## config.mk

```make
export PLATFORM = sky130hd
export DESIGN_NAME = sfwx_ctrl_flat
export DESIGN_NICKNAME = d
export VERILOG_FILES = /design/src/sfwx_pkg.sv /design/src/sfwx_if.sv /design/src/sfwx_ctrl.sv /design/src/flat_wrapper.sv
export VERILOG_INCLUDE_DIRS = /design/src
export SDC_FILE = /design/constraint.sdc
export NUM_CORES = 1
export LEC_CHECK = 0
export BUFFER_PORTS_ARGS = -buffer_cell sky130_fd_sc_hd__buf_4
export CORE_MARGIN = 2
export CORE_UTILIZATION = 40
export CTS_BUF_LIST = sky130_fd_sc_hd__clkbuf_16
export DETAILED_ROUTE_END_ITERATION = 10
export PLACE_DENSITY = 0.73
export SLEW_MARGIN = 20
export SYNTH_ARGS = -nofsm -noshare
export SYNTH_HDL_FRONTEND = slang
export SYNTH_SLANG_ARGS = --single-unit
```

## constraint.sdc

```tcl
create_clock -name ref_clk_i -period 2.07 [get_ports ref_clk_i]
set_clock_uncertainty 0.15 [all_clocks]
set_input_delay 0.3105 -clock ref_clk_i [delete_from_list [all_inputs] [get_ports ref_clk_i]]
set_output_delay 0.3105 -clock ref_clk_i [all_outputs]
set_load 0.02 [all_outputs]
```

## src/sfwx_cfg.svh

```systemverilog
// sfwx_cfg.svh: offsets, field positions, reset values and counts shared by
// both ends of the widened synchronous fifo.
// assumes: included by bare name from packages and modules.
`ifndef SFWX_CFG_SVH
`define SFWX_CFG_SVH

// one slice of the word and its storage
`define SFWX_SLICE_W         9
`define SFWX_DEPTH_DEFAULT   64
`define SFWX_SLICES_DEFAULT  2
`define SFWX_OFS_W           8
`define SFWX_OFS_DEFAULT     7

// flag levels seen right after reset
`define SFWX_EMPTY_N_RST     1'b0
`define SFWX_FULL_N_RST      1'b1
`define SFWX_AEMPTY_RST      1'b0
`define SFWX_AFULL_RST       1'b1

// controller register byte addresses
`define SFWX_ADDR_CTRL       8'h00
`define SFWX_ADDR_WDATA      8'h04
`define SFWX_ADDR_CMD        8'h08
`define SFWX_ADDR_OFFSET     8'h0c
`define SFWX_ADDR_STATUS     8'h10
`define SFWX_ADDR_IRQ_STAT   8'h14
`define SFWX_ADDR_IRQ_MASK   8'h18
`define SFWX_ADDR_RDATA      8'h1c

// ctrl fields
`define SFWX_CTRL_RST_BIT    0
`define SFWX_CTRL_DUAL_BIT   1
`define SFWX_CTRL_W          2
`define SFWX_CTRL_RST_VAL    2'h0

// cmd field
`define SFWX_CMD_POP_BIT     0

// status fields
`define SFWX_ST_EMPTY_BIT    0
`define SFWX_ST_FULL_BIT     1
`define SFWX_ST_AEMPTY_BIT   2
`define SFWX_ST_AFULL_BIT    3
`define SFWX_ST_PEND_BIT     4

// interrupt status / mask layout
`define SFWX_IRQ_W           5
`define SFWX_IRQ_WR_REFUSED  0
`define SFWX_IRQ_RD_REFUSED  1
`define SFWX_IRQ_FULL        2
`define SFWX_IRQ_EMPTY       3
`define SFWX_IRQ_RD_DONE     4
`define SFWX_IRQ_RST_VAL     5'h00

`endif

```

## src/sfwx_pkg.sv

```systemverilog
// sfwx_pkg.sv: types shared by both ends of the widened fifo.
// assumes: sfwx_cfg.svh on the include path.
`include "sfwx_cfg.svh"

package sfwx_pkg;

    typedef logic [`SFWX_SLICE_W-1:0] sfwx_word_t;
    typedef logic [`SFWX_OFS_W-1:0]   sfwx_ofs_t;

    // one-cycle operation that the controller puts on the shared enables
    typedef enum logic [1:0] {
        SFWX_OP_IDLE  = 2'b00,
        SFWX_OP_WRITE = 2'b01,
        SFWX_OP_READ  = 2'b10,
        SFWX_OP_LOAD  = 2'b11
    } sfwx_op_e;

endpackage : sfwx_pkg

```

## src/sfwx_if.sv

```systemverilog
// sfwx_if.sv: shared enables, sliced data and per-slice flags between the
// controller and the paralleled fifo slices.
// assumes: every slice and the controller run on the same clock.
`timescale 1ns/1ps
`default_nettype none
`include "sfwx_cfg.svh"

interface sfwx_if #(
    parameter int SLICES = `SFWX_SLICES_DEFAULT
);
    logic                             fifo_rst;
    logic                             write_enable_primary_n;
    logic                             write_enable_secondary_or_load;
    logic                             read_enable_primary_n;
    logic                             read_enable_secondary_n;
    logic [SLICES*`SFWX_SLICE_W-1:0]  wr_data;
    logic [SLICES*`SFWX_SLICE_W-1:0]  rd_data;
    logic [SLICES-1:0]                empty_flag_n;
    logic [SLICES-1:0]                full_flag_n;
    logic [SLICES-1:0]                almost_empty_flag;
    logic [SLICES-1:0]                almost_full_flag;

    modport dev (
        input  fifo_rst,
        input  write_enable_primary_n,
        input  write_enable_secondary_or_load,
        input  read_enable_primary_n,
        input  read_enable_secondary_n,
        input  wr_data,
        output rd_data,
        output empty_flag_n,
        output full_flag_n,
        output almost_empty_flag,
        output almost_full_flag
    );

    modport ctl (
        output fifo_rst,
        output write_enable_primary_n,
        output write_enable_secondary_or_load,
        output read_enable_primary_n,
        output read_enable_secondary_n,
        output wr_data,
        input  rd_data,
        input  empty_flag_n,
        input  full_flag_n,
        input  almost_empty_flag,
        input  almost_full_flag
    );
endinterface : sfwx_if

`default_nettype wire

```

## src/sfwx_ctrl.sv

```systemverilog
// sfwx_ctrl.sv: apb-controlled writer/reader driving paralleled fifo slices
// from common enables, with combined flags and an interrupt.
// assumes: apb master on ref_clk_i; slices on the same clock.
`timescale 1ns/1ps
`default_nettype none
`include "sfwx_cfg.svh"

module sfwx_ctrl
    import sfwx_pkg::*;
#(
    parameter int SLICES = `SFWX_SLICES_DEFAULT
) (
    sfwx_if.ctl                 link,
    input  wire logic           ref_clk_i,
    input  wire logic           rst_i,
    input  wire logic           psel_i,
    input  wire logic           penable_i,
    input  wire logic           pwrite_i,
    input  wire logic [7:0]     paddr_i,
    input  wire logic [31:0]    pwdata_i,
    output logic [31:0]         prdata_o,
    output logic                pready_o,
    output logic                pslverr_o,
    output logic                irq_o
);

    localparam int DW = SLICES * `SFWX_SLICE_W;

    if (SLICES < 1 || DW > 32) begin : g_chk_slices
        $error("sfwx_ctrl: word must fit one 32-bit register");
    end

    sfwx_op_e                  op_q, op_d;
    logic [DW-1:0]             wdat_q, wdat_d;
    logic [DW-1:0]             rdat_q, rdat_d;
    logic                      pend_q, pend_d;
    logic [`SFWX_CTRL_W-1:0]   ctrl_q, ctrl_d;
    logic [`SFWX_IRQ_W-1:0]    stat_q, stat_d;
    logic [`SFWX_IRQ_W-1:0]    mask_q, mask_d;
    logic [31:0]               prdata_q, prdata_d;
    logic                      full_prev_q, full_prev_d;
    logic                      empty_prev_q, empty_prev_d;

    logic                      comb_empty, comb_full, mapped, acc_wr;
    logic [`SFWX_IRQ_W-1:0]    ev;
    logic [31:0]               status_w;

    function automatic logic addr_known(input logic [7:0] a);
        unique case (a)
            `SFWX_ADDR_CTRL, `SFWX_ADDR_WDATA, `SFWX_ADDR_CMD, `SFWX_ADDR_OFFSET,
            `SFWX_ADDR_STATUS, `SFWX_ADDR_IRQ_STAT, `SFWX_ADDR_IRQ_MASK,
            `SFWX_ADDR_RDATA: addr_known = 1'b1;
            default:          addr_known = 1'b0;
        endcase
    endfunction : addr_known

    assign comb_empty = |(~link.empty_flag_n);
    assign comb_full  = |(~link.full_flag_n);
    assign mapped     = addr_known(paddr_i);
    assign acc_wr     = psel_i && penable_i && pwrite_i && mapped;

    assign status_w = 32'({pend_q, link.almost_full_flag[0],
                           link.almost_empty_flag[0], comb_full, comb_empty});

    always_comb begin
        op_d         = SFWX_OP_IDLE;
        wdat_d       = wdat_q;
        rdat_d       = rdat_q;
        // word lands in the slices one edge after the read pulse
        pend_d       = (op_q == SFWX_OP_READ);
        ctrl_d       = ctrl_q;
        mask_d       = mask_q;
        prdata_d     = prdata_q;
        full_prev_d  = comb_full;
        empty_prev_d = comb_empty;
        ev           = '0;
        // capture the word one cycle after the slices took the read
        if (pend_q) begin
            rdat_d = link.rd_data;
            ev[`SFWX_IRQ_RD_DONE] = 1'b1;
        end
        ev[`SFWX_IRQ_FULL]  = comb_full && !full_prev_q;
        ev[`SFWX_IRQ_EMPTY] = comb_empty && !empty_prev_q;
        if (psel_i && !penable_i && !pwrite_i) begin
            unique case (paddr_i)
                `SFWX_ADDR_CTRL:     prdata_d = 32'(ctrl_q);
                `SFWX_ADDR_WDATA:    prdata_d = 32'(wdat_q);
                `SFWX_ADDR_STATUS:   prdata_d = status_w;
                `SFWX_ADDR_IRQ_STAT: prdata_d = 32'(stat_q);
                `SFWX_ADDR_IRQ_MASK: prdata_d = 32'(mask_q);
                `SFWX_ADDR_RDATA:    prdata_d = 32'(rdat_q);
                default:             prdata_d = '0;
            endcase
        end
        if (acc_wr) begin
            unique case (paddr_i)
                `SFWX_ADDR_CTRL:     ctrl_d = pwdata_i[`SFWX_CTRL_W-1:0];
                `SFWX_ADDR_IRQ_MASK: mask_d = pwdata_i[`SFWX_IRQ_W-1:0];
                `SFWX_ADDR_WDATA: begin
                    // a refused write never reaches any slice
                    if (comb_full || ctrl_q[`SFWX_CTRL_RST_BIT]) begin
                        ev[`SFWX_IRQ_WR_REFUSED] = 1'b1;
                    end else begin
                        op_d   = SFWX_OP_WRITE;
                        wdat_d = pwdata_i[DW-1:0];
                    end
                end
                `SFWX_ADDR_CMD: begin
                    if (pwdata_i[`SFWX_CMD_POP_BIT]) begin
                        if (comb_empty || ctrl_q[`SFWX_CTRL_RST_BIT]) begin
                            ev[`SFWX_IRQ_RD_REFUSED] = 1'b1;
                        end else begin
                            op_d   = SFWX_OP_READ;
                        end
                    end
                end
                `SFWX_ADDR_OFFSET: begin
                    if (!ctrl_q[`SFWX_CTRL_RST_BIT] && !ctrl_q[`SFWX_CTRL_DUAL_BIT]) begin
                        op_d   = SFWX_OP_LOAD;
                        wdat_d = DW'(pwdata_i[`SFWX_OFS_W-1:0]) << 0;
                        for (int s = 0; s < SLICES; s++) begin
                            wdat_d[s*`SFWX_SLICE_W +: `SFWX_OFS_W] = pwdata_i[`SFWX_OFS_W-1:0];
                        end
                    end
                end
                default: ;
            endcase
        end
        // set wins over a same-cycle write-one-to-clear
        stat_d = stat_q;
        if (acc_wr && paddr_i == `SFWX_ADDR_IRQ_STAT) begin
            stat_d = stat_q & ~pwdata_i[`SFWX_IRQ_W-1:0];
        end
        stat_d = stat_d | ev;
    end

    always_ff @(posedge ref_clk_i or posedge rst_i) begin
        if (rst_i) begin
            op_q         <= SFWX_OP_IDLE;
            wdat_q       <= '0;
            rdat_q       <= '0;
            pend_q       <= 1'b0;
            ctrl_q       <= `SFWX_CTRL_RST_VAL;
            stat_q       <= `SFWX_IRQ_RST_VAL;
            mask_q       <= `SFWX_IRQ_RST_VAL;
            prdata_q     <= '0;
            full_prev_q  <= 1'b0;
            empty_prev_q <= 1'b1;
        end else begin
            op_q         <= op_d;
            wdat_q       <= wdat_d;
            rdat_q       <= rdat_d;
            pend_q       <= pend_d;
            ctrl_q       <= ctrl_d;
            stat_q       <= stat_d;
            mask_q       <= mask_d;
            prdata_q     <= prdata_d;
            full_prev_q  <= full_prev_d;
            empty_prev_q <= empty_prev_d;
        end
    end

    // one driver per control, fanned out to every slice
    assign link.fifo_rst                       = ctrl_q[`SFWX_CTRL_RST_BIT];
    assign link.write_enable_primary_n         = !(op_q == SFWX_OP_WRITE || op_q == SFWX_OP_LOAD);
    // during reset the strap level, default low, picks load mode
    assign link.write_enable_secondary_or_load = ctrl_q[`SFWX_CTRL_RST_BIT] ?
                                                 ctrl_q[`SFWX_CTRL_DUAL_BIT] : (op_q != SFWX_OP_LOAD);
    assign link.read_enable_primary_n          = (op_q != SFWX_OP_READ);
    assign link.read_enable_secondary_n        = 1'b0;
    assign link.wr_data                        = wdat_q;

    assign prdata_o  = prdata_q;
    assign pready_o  = psel_i && penable_i;
    assign pslverr_o = psel_i && penable_i && !mapped;
    assign irq_o     = |(stat_q & mask_q);

endmodule : sfwx_ctrl

`default_nettype wire

```

## src/flat_wrapper.sv

```systemverilog
// flat-port wrapper written by rule: the top's interface ports become plain ports
module sfwx_ctrl_flat import sfwx_pkg::*;
#(
    parameter int SLICES = `SFWX_SLICES_DEFAULT
)
  (ref_clk_i, rst_i, psel_i, penable_i, pwrite_i, paddr_i, pwdata_i, prdata_o, pready_o, pslverr_o, irq_o, link_fifo_rst, link_write_enable_primary_n, link_write_enable_secondary_or_load, link_read_enable_primary_n, link_read_enable_secondary_n, link_wr_data, link_rd_data, link_empty_flag_n, link_full_flag_n, link_almost_empty_flag, link_almost_full_flag);
  sfwx_if #(.SLICES(SLICES)) link_i ();
  input  wire logic ref_clk_i;
  input  wire logic rst_i;
  input  wire logic psel_i;
  input  wire logic penable_i;
  input  wire logic pwrite_i;
  input  wire logic [7:0] paddr_i;
  input  wire logic [31:0] pwdata_i;
  output logic [31:0] prdata_o;
  output logic pready_o;
  output logic pslverr_o;
  output logic irq_o;
  output wire logic [$bits(link_i.fifo_rst)-1:0] link_fifo_rst;
  output wire logic [$bits(link_i.write_enable_primary_n)-1:0] link_write_enable_primary_n;
  output wire logic [$bits(link_i.write_enable_secondary_or_load)-1:0] link_write_enable_secondary_or_load;
  output wire logic [$bits(link_i.read_enable_primary_n)-1:0] link_read_enable_primary_n;
  output wire logic [$bits(link_i.read_enable_secondary_n)-1:0] link_read_enable_secondary_n;
  output wire logic [$bits(link_i.wr_data)-1:0] link_wr_data;
  input wire logic [$bits(link_i.rd_data)-1:0] link_rd_data;
  input wire logic [$bits(link_i.empty_flag_n)-1:0] link_empty_flag_n;
  input wire logic [$bits(link_i.full_flag_n)-1:0] link_full_flag_n;
  input wire logic [$bits(link_i.almost_empty_flag)-1:0] link_almost_empty_flag;
  input wire logic [$bits(link_i.almost_full_flag)-1:0] link_almost_full_flag;
  assign link_fifo_rst = link_i.fifo_rst;
  assign link_write_enable_primary_n = link_i.write_enable_primary_n;
  assign link_write_enable_secondary_or_load = link_i.write_enable_secondary_or_load;
  assign link_read_enable_primary_n = link_i.read_enable_primary_n;
  assign link_read_enable_secondary_n = link_i.read_enable_secondary_n;
  assign link_wr_data = link_i.wr_data;
  assign link_i.rd_data = link_rd_data;
  assign link_i.empty_flag_n = link_empty_flag_n;
  assign link_i.full_flag_n = link_full_flag_n;
  assign link_i.almost_empty_flag = link_almost_empty_flag;
  assign link_i.almost_full_flag = link_almost_full_flag;
  sfwx_ctrl #(.SLICES(SLICES)) u_core (.link(link_i), .ref_clk_i(ref_clk_i), .rst_i(rst_i), .psel_i(psel_i), .penable_i(penable_i), .pwrite_i(pwrite_i), .paddr_i(paddr_i), .pwdata_i(pwdata_i), .prdata_o(prdata_o), .pready_o(pready_o), .pslverr_o(pslverr_o), .irq_o(irq_o));
endmodule
```

==> qor.csv, run 1 <==
stage,metric,value,unit
synthesis,syn_area,3406,µm²
timing,period_share,99.16,%
clock_tree,cts_buffers,9,
hold_path,whs_path_depth,2,
finish,multiInputGateArea,1508,µm²
placement,pre_cts_ws,-0.1801,ns
synthesis,synth_warnings,0,
worst_setup_path,start_kind,flip-flop,
grt,grt_max_degree,43,
synthesis,async_flop_share,100.0,%
timing,worstMarginPinSlew,0.5405,ns
power_and_ir_drop,p_leak,2.372,nW
timing,fmax,487.2,MHz
timing,relSlewSlack,63.97,%
power_and_ir_drop,power-per-cell-area,706.6,nW/µm²
grt,overflow,0,
detailed_routing,via_per_inst,5.269,
finish,syn_to_final_growth,39.35,%
synthesis,synthDistinctLibCells,49,
clock_tree,postCtsSetupBuffers,0,
finish,seqCellArea,1779,µm²
timing,drv_slew,0,
floorplanning,core,8217,µm²
placement,dp_hpwl,6544,µm
detailed_routing,final_antenna_net_count,0,
grt,grt.total_usage,21.69,%
floorplanning,start_util,41.45,%
floorplanning,ios,129,
worst_setup_path,cpPeakStageDelay,0.50,ns
clock_tree,cts_root_buffer,clkbuf_16,
worst_setup_path,cp-end-kind,flip-flop,
synthesis,postSynthRegisterBits,71,
floorplanning,fp-row-count,33,
grt,grt_first_pass_wirelength,14700,µm
worst_setup_path,cp_max_fo,5,
floorplanning,die-area,9269,µm²
synthesis,ys_seq_area_share,52.20,%
worst_setup_path,r2r_cells,4,
placement,portBuffers,97,
power_and_ir_drop,ir_drop,0.0004806,V
floorplanning,die_h,96.28,µm
placement,gp_congestion,0.8316,
power_and_ir_drop,p_seq_share,42.2,%
detailed_routing,drc_errors,0,
finish,drive_above_1_share,50.12,%
detailed_routing,firstDrtPassIters,4,
finish,diodes,0,
worst_setup_path,cp_slowest_cell,or4_4,
clock_tree,cts_tree,done,
timing,setup_viol,0,
clock_tree,clk_pin_slew_worst_paths,0.06,ns
detailed_routing,drt_wl_total,9375,µm
timing,fin_ws,0.01742,ns
clock_tree,cts.sinks,71,
detailed_routing,vias,2719,
floorplanning,die_w,96.28,µm
worst_setup_path,crit_path_cell_trace,"or3b_4, o311a_4, or4_4, mux2_1",
synthesis,synth_cells,277,
clock_tree,clock_latency,0.33,ns
power_and_ir_drop,clkPwrFrac,48.5,%
job,drv_cap,0,
outcome,outcome,completed,
timing,finalCriticalPeriod,2.053,ns
power_and_ir_drop,total_power,0.003353,W
finish,nFillCells,706,
timing,rsz0062_at_grt,true,
grt,grt_pass1_vias,2761,
power_and_ir_drop,p_int,0.002598,W
clock_tree,cts_max_level,3,
finish,nets,477,
hold_path,hold_path_class,in2reg,
power_and_ir_drop,p_sw,0.0007554,W
worst_setup_path,worstPathArrival,2.11,ns
timing,finalHoldViolations,0,
synthesis,synth-edff-count,0,
power_and_ir_drop,power_switching_share,22.53,%
detailed_routing,drt-wirelength-per-cell,18.17,µm
synthesis,dominantRegCellSynth,dfrtp_1,
worst_setup_path,crit_required,2.13,ns
grt,antenna_found_initial,0,
detailed_routing,drtIter0Drc,161,
synthesis,avgSynthCellArea,12.30,µm²
power_and_ir_drop,comb_power_share,9.4,%
clock_tree,cts_max_path_buffers,2,
worst_setup_path,critPathKind,reg2reg,
[critical path, delay by kind of cell, from the launching register on]
kind             cells  cell delay, ns
AND/OR/NAND/NOR      2            0.89
flip-flops           1            0.41
multiplexers         1            0.33
AO/OA/AOI/OAI        1            0.15
[per-stage QoR]
| step | util, % | hold slack, ns | instances | TNS [ns] | area, µm² |
|---|---|---|---|---|---|
| floorplan | - | 0.2922 | 291 | -3.675 | 3463 |
| global placement | 53.24 | 0.1657 | 496 | -2.233 | 4374 |
| detailed placement | 53.24 | 0.1675 | 496 | -2.738 | 4374 |
| CTS | 57.73 | 0.05680 | 516 | 0 | 4743 |
| global route | 57.76 | 0.06172 | 516 | -0.05335 | 4746 |
| finish | 57.76 | 0.06027 | 516 | 0 | 4746 |
[final timing paths]
path,from,end,slack [ns]
min in group asynchronous,rst_i,u_core.link.wr_data[5],0.37
setup reg to reg,u_core.ctrl_q[0],u_core.link.wr_data[11],0.02
hold reg to reg,u_core.prdata_o[15],u_core.prdata_o[15],0.33
setup / recovery,u_core.ctrl_q[0],u_core.link.wr_data[11],0.02
max in group asynchronous,rst_i,u_core.empty_prev_q,0.80
hold / removal,link_rd_data[15],u_core.rdat_q[15],0.06
[layout by cell type, fill, tap and decap left out, types with 2 or more instances in the layout]
master | synthesis | layout
o211ai_1 | 3 | 3
clkinvlp_4 | 0 | 2
o21ai_0 | 5 | 5
o21ai_1 | 10 | 10
and2_1 | 2 | 2
a32oi_1 | 2 | 2
nor4_1 | 4 | 4
buf_4 | 15 | 127
nand3_1 | 5 | 5
bufinv_16 | 0 | 2
inv_1 | 7 | 7
clkbuf_16 | 0 | 9
mux2_4 | 8 | 8
mux2_1 | 2 | 2
dfrtp_1 | 70 | 69
a22oi_1 | 14 | 14
mux2_2 | 40 | 40
or4_4 | 1 | 4
mux2i_1 | 4 | 4
a21o_1 | 3 | 3
o2bb2ai_1 | 2 | 2
conb_1 | 1 | 15
nand2_1 | 33 | 33
nor2_1 | 4 | 4
nor4b_1 | 2 | 2
mux4_2 | 5 | 5
[metal layers]
metal  share of wire [%]  routed length, µm  track usage [%]
met1                  42               3925            28.91
met2                  49               4611            35.36
met3                 6.8                637            4.542
met4                 2.1                201            7.024
met5                   0                  0                0
[sequential cells by signal, summed over array words and instances, names as in the netlist]
register and count:
u_core.link.wr_data 18, u_core.prdata_o 18, u_core.rdat_q 18, u_core.mask_q 5, u_core.stat_q 5, u_core.ctrl_q 2
u_core.op_q 2, u_core.empty_prev_q 1, u_core.full_prev_q 1, u_core.pend_q 1
[area by class of cell]
type	instances	area share [%]
clock buffer	9	4.746
timing repair buffer	129	20.72
inverter	7	0.6327
clock inverter	7	1.872
sequential	71	37.49
multi-input combinational	188	31.77
tap	105	2.768
[power by group through the flow]
stage | sequential [W] | clock, W | combinational [W]
finish | 0.00141 | 0.00163 | 0.000314
CTS | 0.00141 | 0.00164 | 0.000315
floorplan | 0.00145 | 0 | 0.000147
detailed placement | 0.00144 | 0 | 0.000307
global route | 0.00142 | 0.00172 | 0.000341
global placement | 0.00144 | 0 | 0.000301
[logic make-up (layout without fill, tap and decap cells)]
group	count (synthesis)	in the layout	synth area share (%)
simple gates	64	67	9.699
flops	71	71	52.20
mux	59	59	21.90
other cells	1	15	0.1101
compound gates	47	47	9.625
buf+inv	35	152	6.466
[synth_stat cells (2+ instances only)]
cell / instances / share of area (%)
dfrtp_1: 70 / 51
mux2_2: 40 / 13
nand2_1: 33 / 3.6
buf_4: 15 / 3.3
a22oi_1: 14 / 3.1
o21ai_1: 10 / 1.5
clkbuf_1: 9 / 0.99
mux2_4: 8 / 3.5
inv_1: 7 / 0.77
mux4_2: 5 / 3.3
nand3_1: 5 / 0.73
o21ai_0: 5 / 0.73
mux2i_1: 4 / 1.2
nor2_1: 4 / 0.44
nor4_1: 4 / 0.73
a21o_1: 3 / 0.66
o211ai_1: 3 / 0.66
a32oi_1: 2 / 0.51
and2_1: 2 / 0.37
buf_6: 2 / 0.66
mux2_1: 2 / 0.66
nor4b_1: 2 / 0.51
o2bb2ai_1: 2 / 0.51
[what timing repair did]
| item | 4_1_cts | 5_1_grt |
|---|---|---|
| hold endpoints to repair | 14 | 0 |
| setup endpoints to repair | 17 | 14 |
| pin swaps | 1 | 0 |
| hold buffers | 1 | 0 |
| cloned | 3 | 0 |
| gates resized for setup | 4 | 1 |
Power figures use the tool's default switching activity.
==> run 2: changes to the inputs <==
--- a/config.mk
+++ b/config.mk
@@ -12,6 +12,7 @@
 export CTS_BUF_LIST = sky130_fd_sc_hd__clkbuf_16
 export DETAILED_ROUTE_END_ITERATION = 10
 export PLACE_DENSITY = 0.73
+export RECOVER_POWER = 25
 export SLEW_MARGIN = 20
 export SYNTH_ARGS = -nofsm -noshare
 export SYNTH_HDL_FRONTEND = slang
==> qor.csv, run 2 (same netlist as run 1, synthesis figures left out) <==
stage,metric,value,unit,change
timing,drv_slew,0,,unchanged
clock_tree,clk_pin_slew_worst_paths,0.06,ns,about the same
detailed_routing,vias,2737,,+0.66%
timing,hold-worst-slack,0.05898,ns,-0.001291 ns
finish,postLayoutCellArea,4723,µm²,-0.47%
clock_tree,clock_latency,0.33,ns,about the same
worst_setup_path,start_kind,flip-flop,,
detailed_routing,firstDrtPassIters,7,,+3
worst_setup_path,reg2reg_from,u_core.ctrl_q[0],,
placement,portBuffers,97,,unchanged
timing,setup_viol,0,,unchanged
clock_tree,cts_tree,done,,
finish,syn_to_final_growth,38.68,%,
worst_setup_path,cp.depth,4,,unchanged
placement,gp_congestion,0.8316,,unchanged
grt,grt_first_pass_wirelength,14700,µm,unchanged
worst_setup_path,crit_path_cell_trace,"or3b_4, o311a_4, or4_4, mux2_1",,
timing,fmax,487.2,MHz,about the same
timing,period_share,99.15,%,about the same
finish,mostFrequentLayoutCells,"buf_4 (124), dfrtp_1 (69), mux2_2 (40)",,
grt,antenna_found_initial,0,,unchanged
grt,grt_pass1_vias,2761,,unchanged
clock_tree,postCtsSetupBuffers,0,,unchanged
worst_setup_path,crit_path_end,u_core.link.wr_data[11],,
detailed_routing,drt_wl_total,9359,µm,-0.17%
timing,relSlewSlack,55.70,%,-8.3 points
power_and_ir_drop,power-per-cell-area,708.1,nW/µm²,+0.22%
floorplanning,start_util,41.45,%,unchanged
placement,dp_hpwl,6544,µm,unchanged
worst_setup_path,cp-startpoint,u_core.ctrl_q[0],,
power_and_ir_drop,p_leak,2.359,nW,-0.55%
worst_setup_path,worstPathArrival,2.11,ns,about the same
detailed_routing,drtIter0Drc,174,,+8.1%
timing,finalCriticalPeriod,2.052,ns,-0.0001281 ns
floorplanning,die-area,9269,µm²,unchanged
grt,grt_max_degree,43,,unchanged
worst_setup_path,cp_top_family,simple AND/OR/NAND/NOR gates,,
timing,worstMarginPinSlew,0.6609,ns,+0.1204 ns
clock_tree,cts.sinks,71,,unchanged
worst_setup_path,cp_max_fo,5,,unchanged
power_and_ir_drop,ir_drop,0.0004817,V,+0.23%
finish,final_common_cell,buf_4,,
clock_tree,cts_buffers,9,,unchanged
worst_setup_path,path_buf_inv,0,,unchanged
placement,pre_cts_ws,-0.1801,ns,unchanged
floorplanning,core,8217,µm²,unchanged
floorplanning,ios,129,,unchanged
grt,grt.total_usage,21.69,%,unchanged
timing,fin_ws,0.01754,ns,+0.0001281 ns
detailed_routing,final_antenna_net_count,0,,unchanged
worst_setup_path,cp_slowest_cell,or4_4,,
job,drv_cap,0,,unchanged
worst_setup_path,r2r_cells,4,,unchanged
detailed_routing,drc_errors,0,,unchanged
floorplanning,die_h,96.28,µm,unchanged
floorplanning,die_w,96.28,µm,unchanged
placement,place_area,4374,µm²,unchanged
grt,overflow,0,,unchanged
clock_tree,cts_max_path_buffers,2,,unchanged
timing,finalHoldViolations,0,,unchanged
detailed_routing,drt-wirelength-per-cell,18.14,µm,-0.17%
outcome,outcome,completed,,
worst_setup_path,timing.rr.end,u_core.link.wr_data[11],,
worst_setup_path,critPathKind,reg2reg,,
floorplanning,fp-row-count,33,,unchanged
timing,rsz0062_at_grt,true,,
finish,diodes,0,,unchanged
worst_setup_path,cpPeakStageDelay,0.50,ns,about the same
worst_setup_path,crit_required,2.13,ns,about the same
clock_tree,cts_max_level,3,,unchanged
hold_path,hold_path_class,in2reg,,
detailed_routing,via_per_inst,5.304,,+0.66%
worst_setup_path,r2r_setup_slack,0.02,ns,about the same
clock_tree,cts_root_buffer,clkbuf_16,,
worst_setup_path,cp-end-kind,flip-flop,,
finish,nets,477,,unchanged
finish,drive_above_1_share,49.64,%,-0.49 points
[run 2: worst min path at each step]
stage | from | end | slack [ns] | cells past startpoint
final | link_rd_data[15] | u_core.rdat_q[15] | 0.06 | 2
after global routing | link_rd_data[11] | u_core.rdat_q[11] | 0.06 | 2
after CTS | link_rd_data[15] | u_core.rdat_q[15] | 0.06 | 2
after detailed placement | rst_i | u_core.rdat_q[14] | 0.17 | 2
after global placement | rst_i | u_core.prdata_o[14] | 0.17 | 2
after floorplan | pwdata_i[1] | u_core.link.wr_data[1] | 0.29 | 1
[run 2: final cells by class]
cell class	instances	area [µm²]
clock buffers	9	225.2
clock inverters	7	88.84
fillers	713	3493
inverters	7	27.53
multi-input cells	188	1508
flip-flops and latches	71	1779
well taps	105	131.4
repair buffers	129	963.4
[run 2: where the power goes]
group | internal (W) | total [W] | switching (W) | leakage [nW]
Sequential | 0.00140 | 0.00141 | 0.0000110 | 0.961
Combinational | 0.000144 | 0.000308 | 0.000163 | 1.24
Clock | 0.00105 | 0.00162 | 0.000577 | 0.154
Total | 0.00259 | 0.00334 | 0.000752 | 2.36
[run 2: worst reg2reg max path: cells and delay by family (launching register included)]
family / cells / cell delay [ns]
compound gates: 1 / 0.15
flops: 1 / 0.41
mux: 1 / 0.33
simple gates: 2 / 0.89
[run 2: metal layers]
layer | up-vias | global-route usage, % | part of all wire, %
li1 | 1258 | - | -
met1 | 1339 | 28.91 | 42
met2 | 123 | 35.36 | 49
met3 | 17 | 4.542 | 7.0
met4 | 0 | 7.024 | 2.0
met5 | - | 0 | 0
[run 2: repair_timing]
action,in CTS,in global routing
hold buffers,1,0
hold endpoints to repair,14,0
gates cloned,3,0
gates resized for setup,4,1
pin swaps,1,0
endpoints found under the setup margin,17,14
[run 2: stage by stage]
step                      setup TNS (ns)  power (W)  util, %  cells
final                                  0   0.003345    57.48    516
after global routing            -0.05335   0.003468    57.48    516
after CTS                              0   0.003369    57.73    516
after floorplan                   -3.675   0.001595        -    291
after global placement            -2.233   0.001739    53.24    496
after detailed placement          -2.738   0.001745    53.24    496
==> run 3: changes to the inputs <==
--- a/config.mk
+++ b/config.mk
@@ -11,8 +11,9 @@
 export CORE_UTILIZATION = 40
 export CTS_BUF_LIST = sky130_fd_sc_hd__clkbuf_16
 export DETAILED_ROUTE_END_ITERATION = 10
-export PLACE_DENSITY = 0.73
+export PLACE_DENSITY_LB_ADDON = 0.25
 export RECOVER_POWER = 25
+export SKIP_CTS_REPAIR_TIMING = 1
 export SLEW_MARGIN = 20
 export SYNTH_ARGS = -nofsm -noshare
 export SYNTH_HDL_FRONTEND = slang
==> qor.csv, run 3 (same netlist as run 1, synthesis figures left out) <==
stage,metric,value,unit,change
timing,fmax,461.8,MHz,-5.2%
clock_tree,clock_latency,0.32,ns,about the same
placement,portBuffers,97,,unchanged
hold_path,whs_path_depth,2,,unchanged
clock_tree,cts_max_level,3,,unchanged
power_and_ir_drop,power_switching_share,23.00,%,+0.52 points
worst_setup_path,cp-end-kind,flip-flop,,
grt,grt_first_pass_wirelength,13590,µm,-7.6%
clock_tree,cts_max_path_buffers,2,,unchanged
worst_setup_path,r2r_setup_slack,-0.1,ns,-0.11 ns
grt,overflow,0,,unchanged
worst_setup_path,r2r_cells,4,,unchanged
power_and_ir_drop,power-per-cell-area,712.7,nW/µm²,+0.64%
job,drv_cap,0,,unchanged
hold_path,hp-start,link_rd_data[9],,
power_and_ir_drop,p_int,0.002605,W,+0.47%
finish,diodes,0,,unchanged
detailed_routing,via_per_inst,5.285,,-0.37%
worst_setup_path,timing.rr.end,u_core.link.wr_data[5],,
timing,fin_ws,-0.09537,ns,-0.1129 ns
finish,nFillCells,711,,-0.28%
finish,drive_above_1_share,50.36,%,+0.73 points
finish,fin_util,57.77,%,+0.29 points
power_and_ir_drop,p_leak,2.373,nW,+0.56%
clock_tree,clk_pin_slew_worst_paths,0.06,ns,about the same
floorplanning,die-area,9269,µm²,unchanged
detailed_routing,drt-wirelength-per-cell,17.72,µm,-2.3%
outcome,outcome,"complete, but fails checks",,
detailed_routing,drc_errors,0,,unchanged
power_and_ir_drop,comb_power_share,9.0,%,-0.2 points
detailed_routing,drt_wl_total,9142,µm,-2.3%
finish,mostFrequentLayoutCells,"buf_4 (123), dfrtp_1 (69), mux2_2 (40)",,
outcome,violations,setup timing,,
timing,rsz0062_at_grt,true,,
clock_tree,cts.sinks,71,,unchanged
timing,relSlewSlack,36.51,%,-19 points
clock_tree,cts_root_buffer,clkbuf_16,,
floorplanning,start_util,41.45,%,unchanged
placement,gp_congestion,0.8223,,-1.1%
detailed_routing,vias,2727,,-0.37%
finish,syn_to_final_growth,39.38,%,
timing,setup_viol,16,,+16
timing,period_share,104.6,%,+5.5 points
placement,pre_cts_ws,-0.2009,ns,-0.02077 ns
power_and_ir_drop,ir_drop,0.0004023,V,-16%
power_and_ir_drop,p_seq_share,41.8,%,-0.5 points
placement,place_area,4359,µm²,-0.34%
timing,finalHoldViolations,0,,unchanged
clock_tree,cts_buffers,9,,unchanged
worst_setup_path,start_kind,flip-flop,,
grt,antenna_found_initial,0,,unchanged
worst_setup_path,worstPathArrival,2.22,ns,+0.11 ns
power_and_ir_drop,clkPwrFrac,49.2,%,+0.7 points
worst_setup_path,reg2reg_from,u_core.ctrl_q[0],,
floorplanning,die_w,96.28,µm,unchanged
worst_setup_path,cp_slowest_cell,or4_4,,
worst_setup_path,cp_max_fo,5,,unchanged
floorplanning,die_h,96.28,µm,unchanged
detailed_routing,final_antenna_net_count,0,,unchanged
grt,grt_max_degree,72,,+67%
hold_path,hold_path_class,in2reg,,
clock_tree,cts_tree,done,,
power_and_ir_drop,p_sw,0.0007781,W,+3.5%
floorplanning,fp-row-count,33,,unchanged
floorplanning,ios,129,,unchanged
grt,grt.total_usage,19.85,%,-1.8 points
timing,finalCriticalPeriod,2.165,ns,+0.1129 ns
detailed_routing,firstDrtPassIters,5,,-2
hold_path,holdPathEnd,u_core.rdat_q[9],,
worst_setup_path,crit_path_cell_trace,"buf_4, o311a_4, or4_4, mux2_4",,
timing,fin_tns_setup,-0.8951,ns,-0.8951 ns
floorplanning,core,8217,µm²,unchanged
placement,dp_hpwl,6302,µm,-3.7%
timing,drv_slew,0,,unchanged
timing,worstMarginPinSlew,0.9523,ns,+0.2914 ns
finish,nets,477,,unchanged
worst_setup_path,critPathKind,reg2reg,,
detailed_routing,drtIter0Drc,161,,-7.5%
worst_setup_path,crit_required,2.13,ns,about the same
worst_setup_path,cpPeakStageDelay,0.64,ns,+0.14 ns
grt,grt_pass1_vias,2626,,-4.9%
finish,final_common_cell,buf_4,,
finish,postLayoutCellArea,4747,µm²,+0.50%
==> run 3: area by class of cell <==
type	count	area, µm²	share of cell area (%)
Clock buffer	9	225.2	4.744
Clock inverter	7	95.09	2.003
Inverter	7	30.03	0.6326
Multi-Input combinational cell	188	1515	31.92
Sequential cell	71	1779	37.48
Tap cell	105	131.4	2.768
Timing Repair Buffer	129	970.9	20.45
==> run 3: worst max-delay path by stage <==
stage | start | end | slack, ns | cells past startpoint
CTS | u_core.ctrl_q[0] | u_core.link.wr_data[11] | -0.15 | 4
global route | u_core.ctrl_q[0] | u_core.link.wr_data[5] | -0.12 | 4
global placement | paddr_i[6] | u_core.link.wr_data[11] | -0.19 | 6
finish | u_core.ctrl_q[0] | u_core.link.wr_data[5] | -0.1 | 4
floorplan | u_core.ctrl_q[0] | u_core.link.wr_data[10] | -0.29 | 7
detailed placement | paddr_i[6] | u_core.prdata_o[2] | -0.20 | 7
==> run 3: worst max-delay path, delay by kind of cell (launching register included) <==
family,cells,cell delay (ns)
AO/OA/AOI/OAI,1,0.38
buffers and inverters,1,0.14
flip-flops,1,0.41
multiplexers,1,0.33
AND/OR/NAND/NOR,1,0.64
==> run 3: per-stage QoR <==
step / cells / total power, W / hold slack (ns)
finish: 516 / 0.003383 / 0.06665
global route: 516 / 0.003493 / 0.05754
CTS: 510 / 0.003402 / -0.05455
detailed placement: 494 / 0.001743 / 0.2994
global placement: 494 / 0.001738 / 0.2957
floorplan: 291 / 0.001595 / 0.2922
==> run 3: power groups by stage <==
stage / sequential [W] / clock, W / combinational (W)
2_1_floorplan: 0.00145 / 0 / 0.000147
3_3_place_gp: 0.00144 / 0 / 0.000300
3_5_place_dp: 0.00144 / 0 / 0.000304
4_1_cts: 0.00141 / 0.00168 / 0.000305
5_1_grt: 0.00142 / 0.00174 / 0.000335
6_report: 0.00141 / 0.00166 / 0.000306
==> run 3: routing by layer <==
metal | vias up | global-route usage [%] | share of wire, %
li1 | 1254 | - | -
met2 | 108 | 32.75 | 50
met5 | - | 0 | 0
met3 | 14 | 3.211 | 6.5
met1 | 1351 | 26.15 | 42
met4 | 0 | 7.738 | 1.6
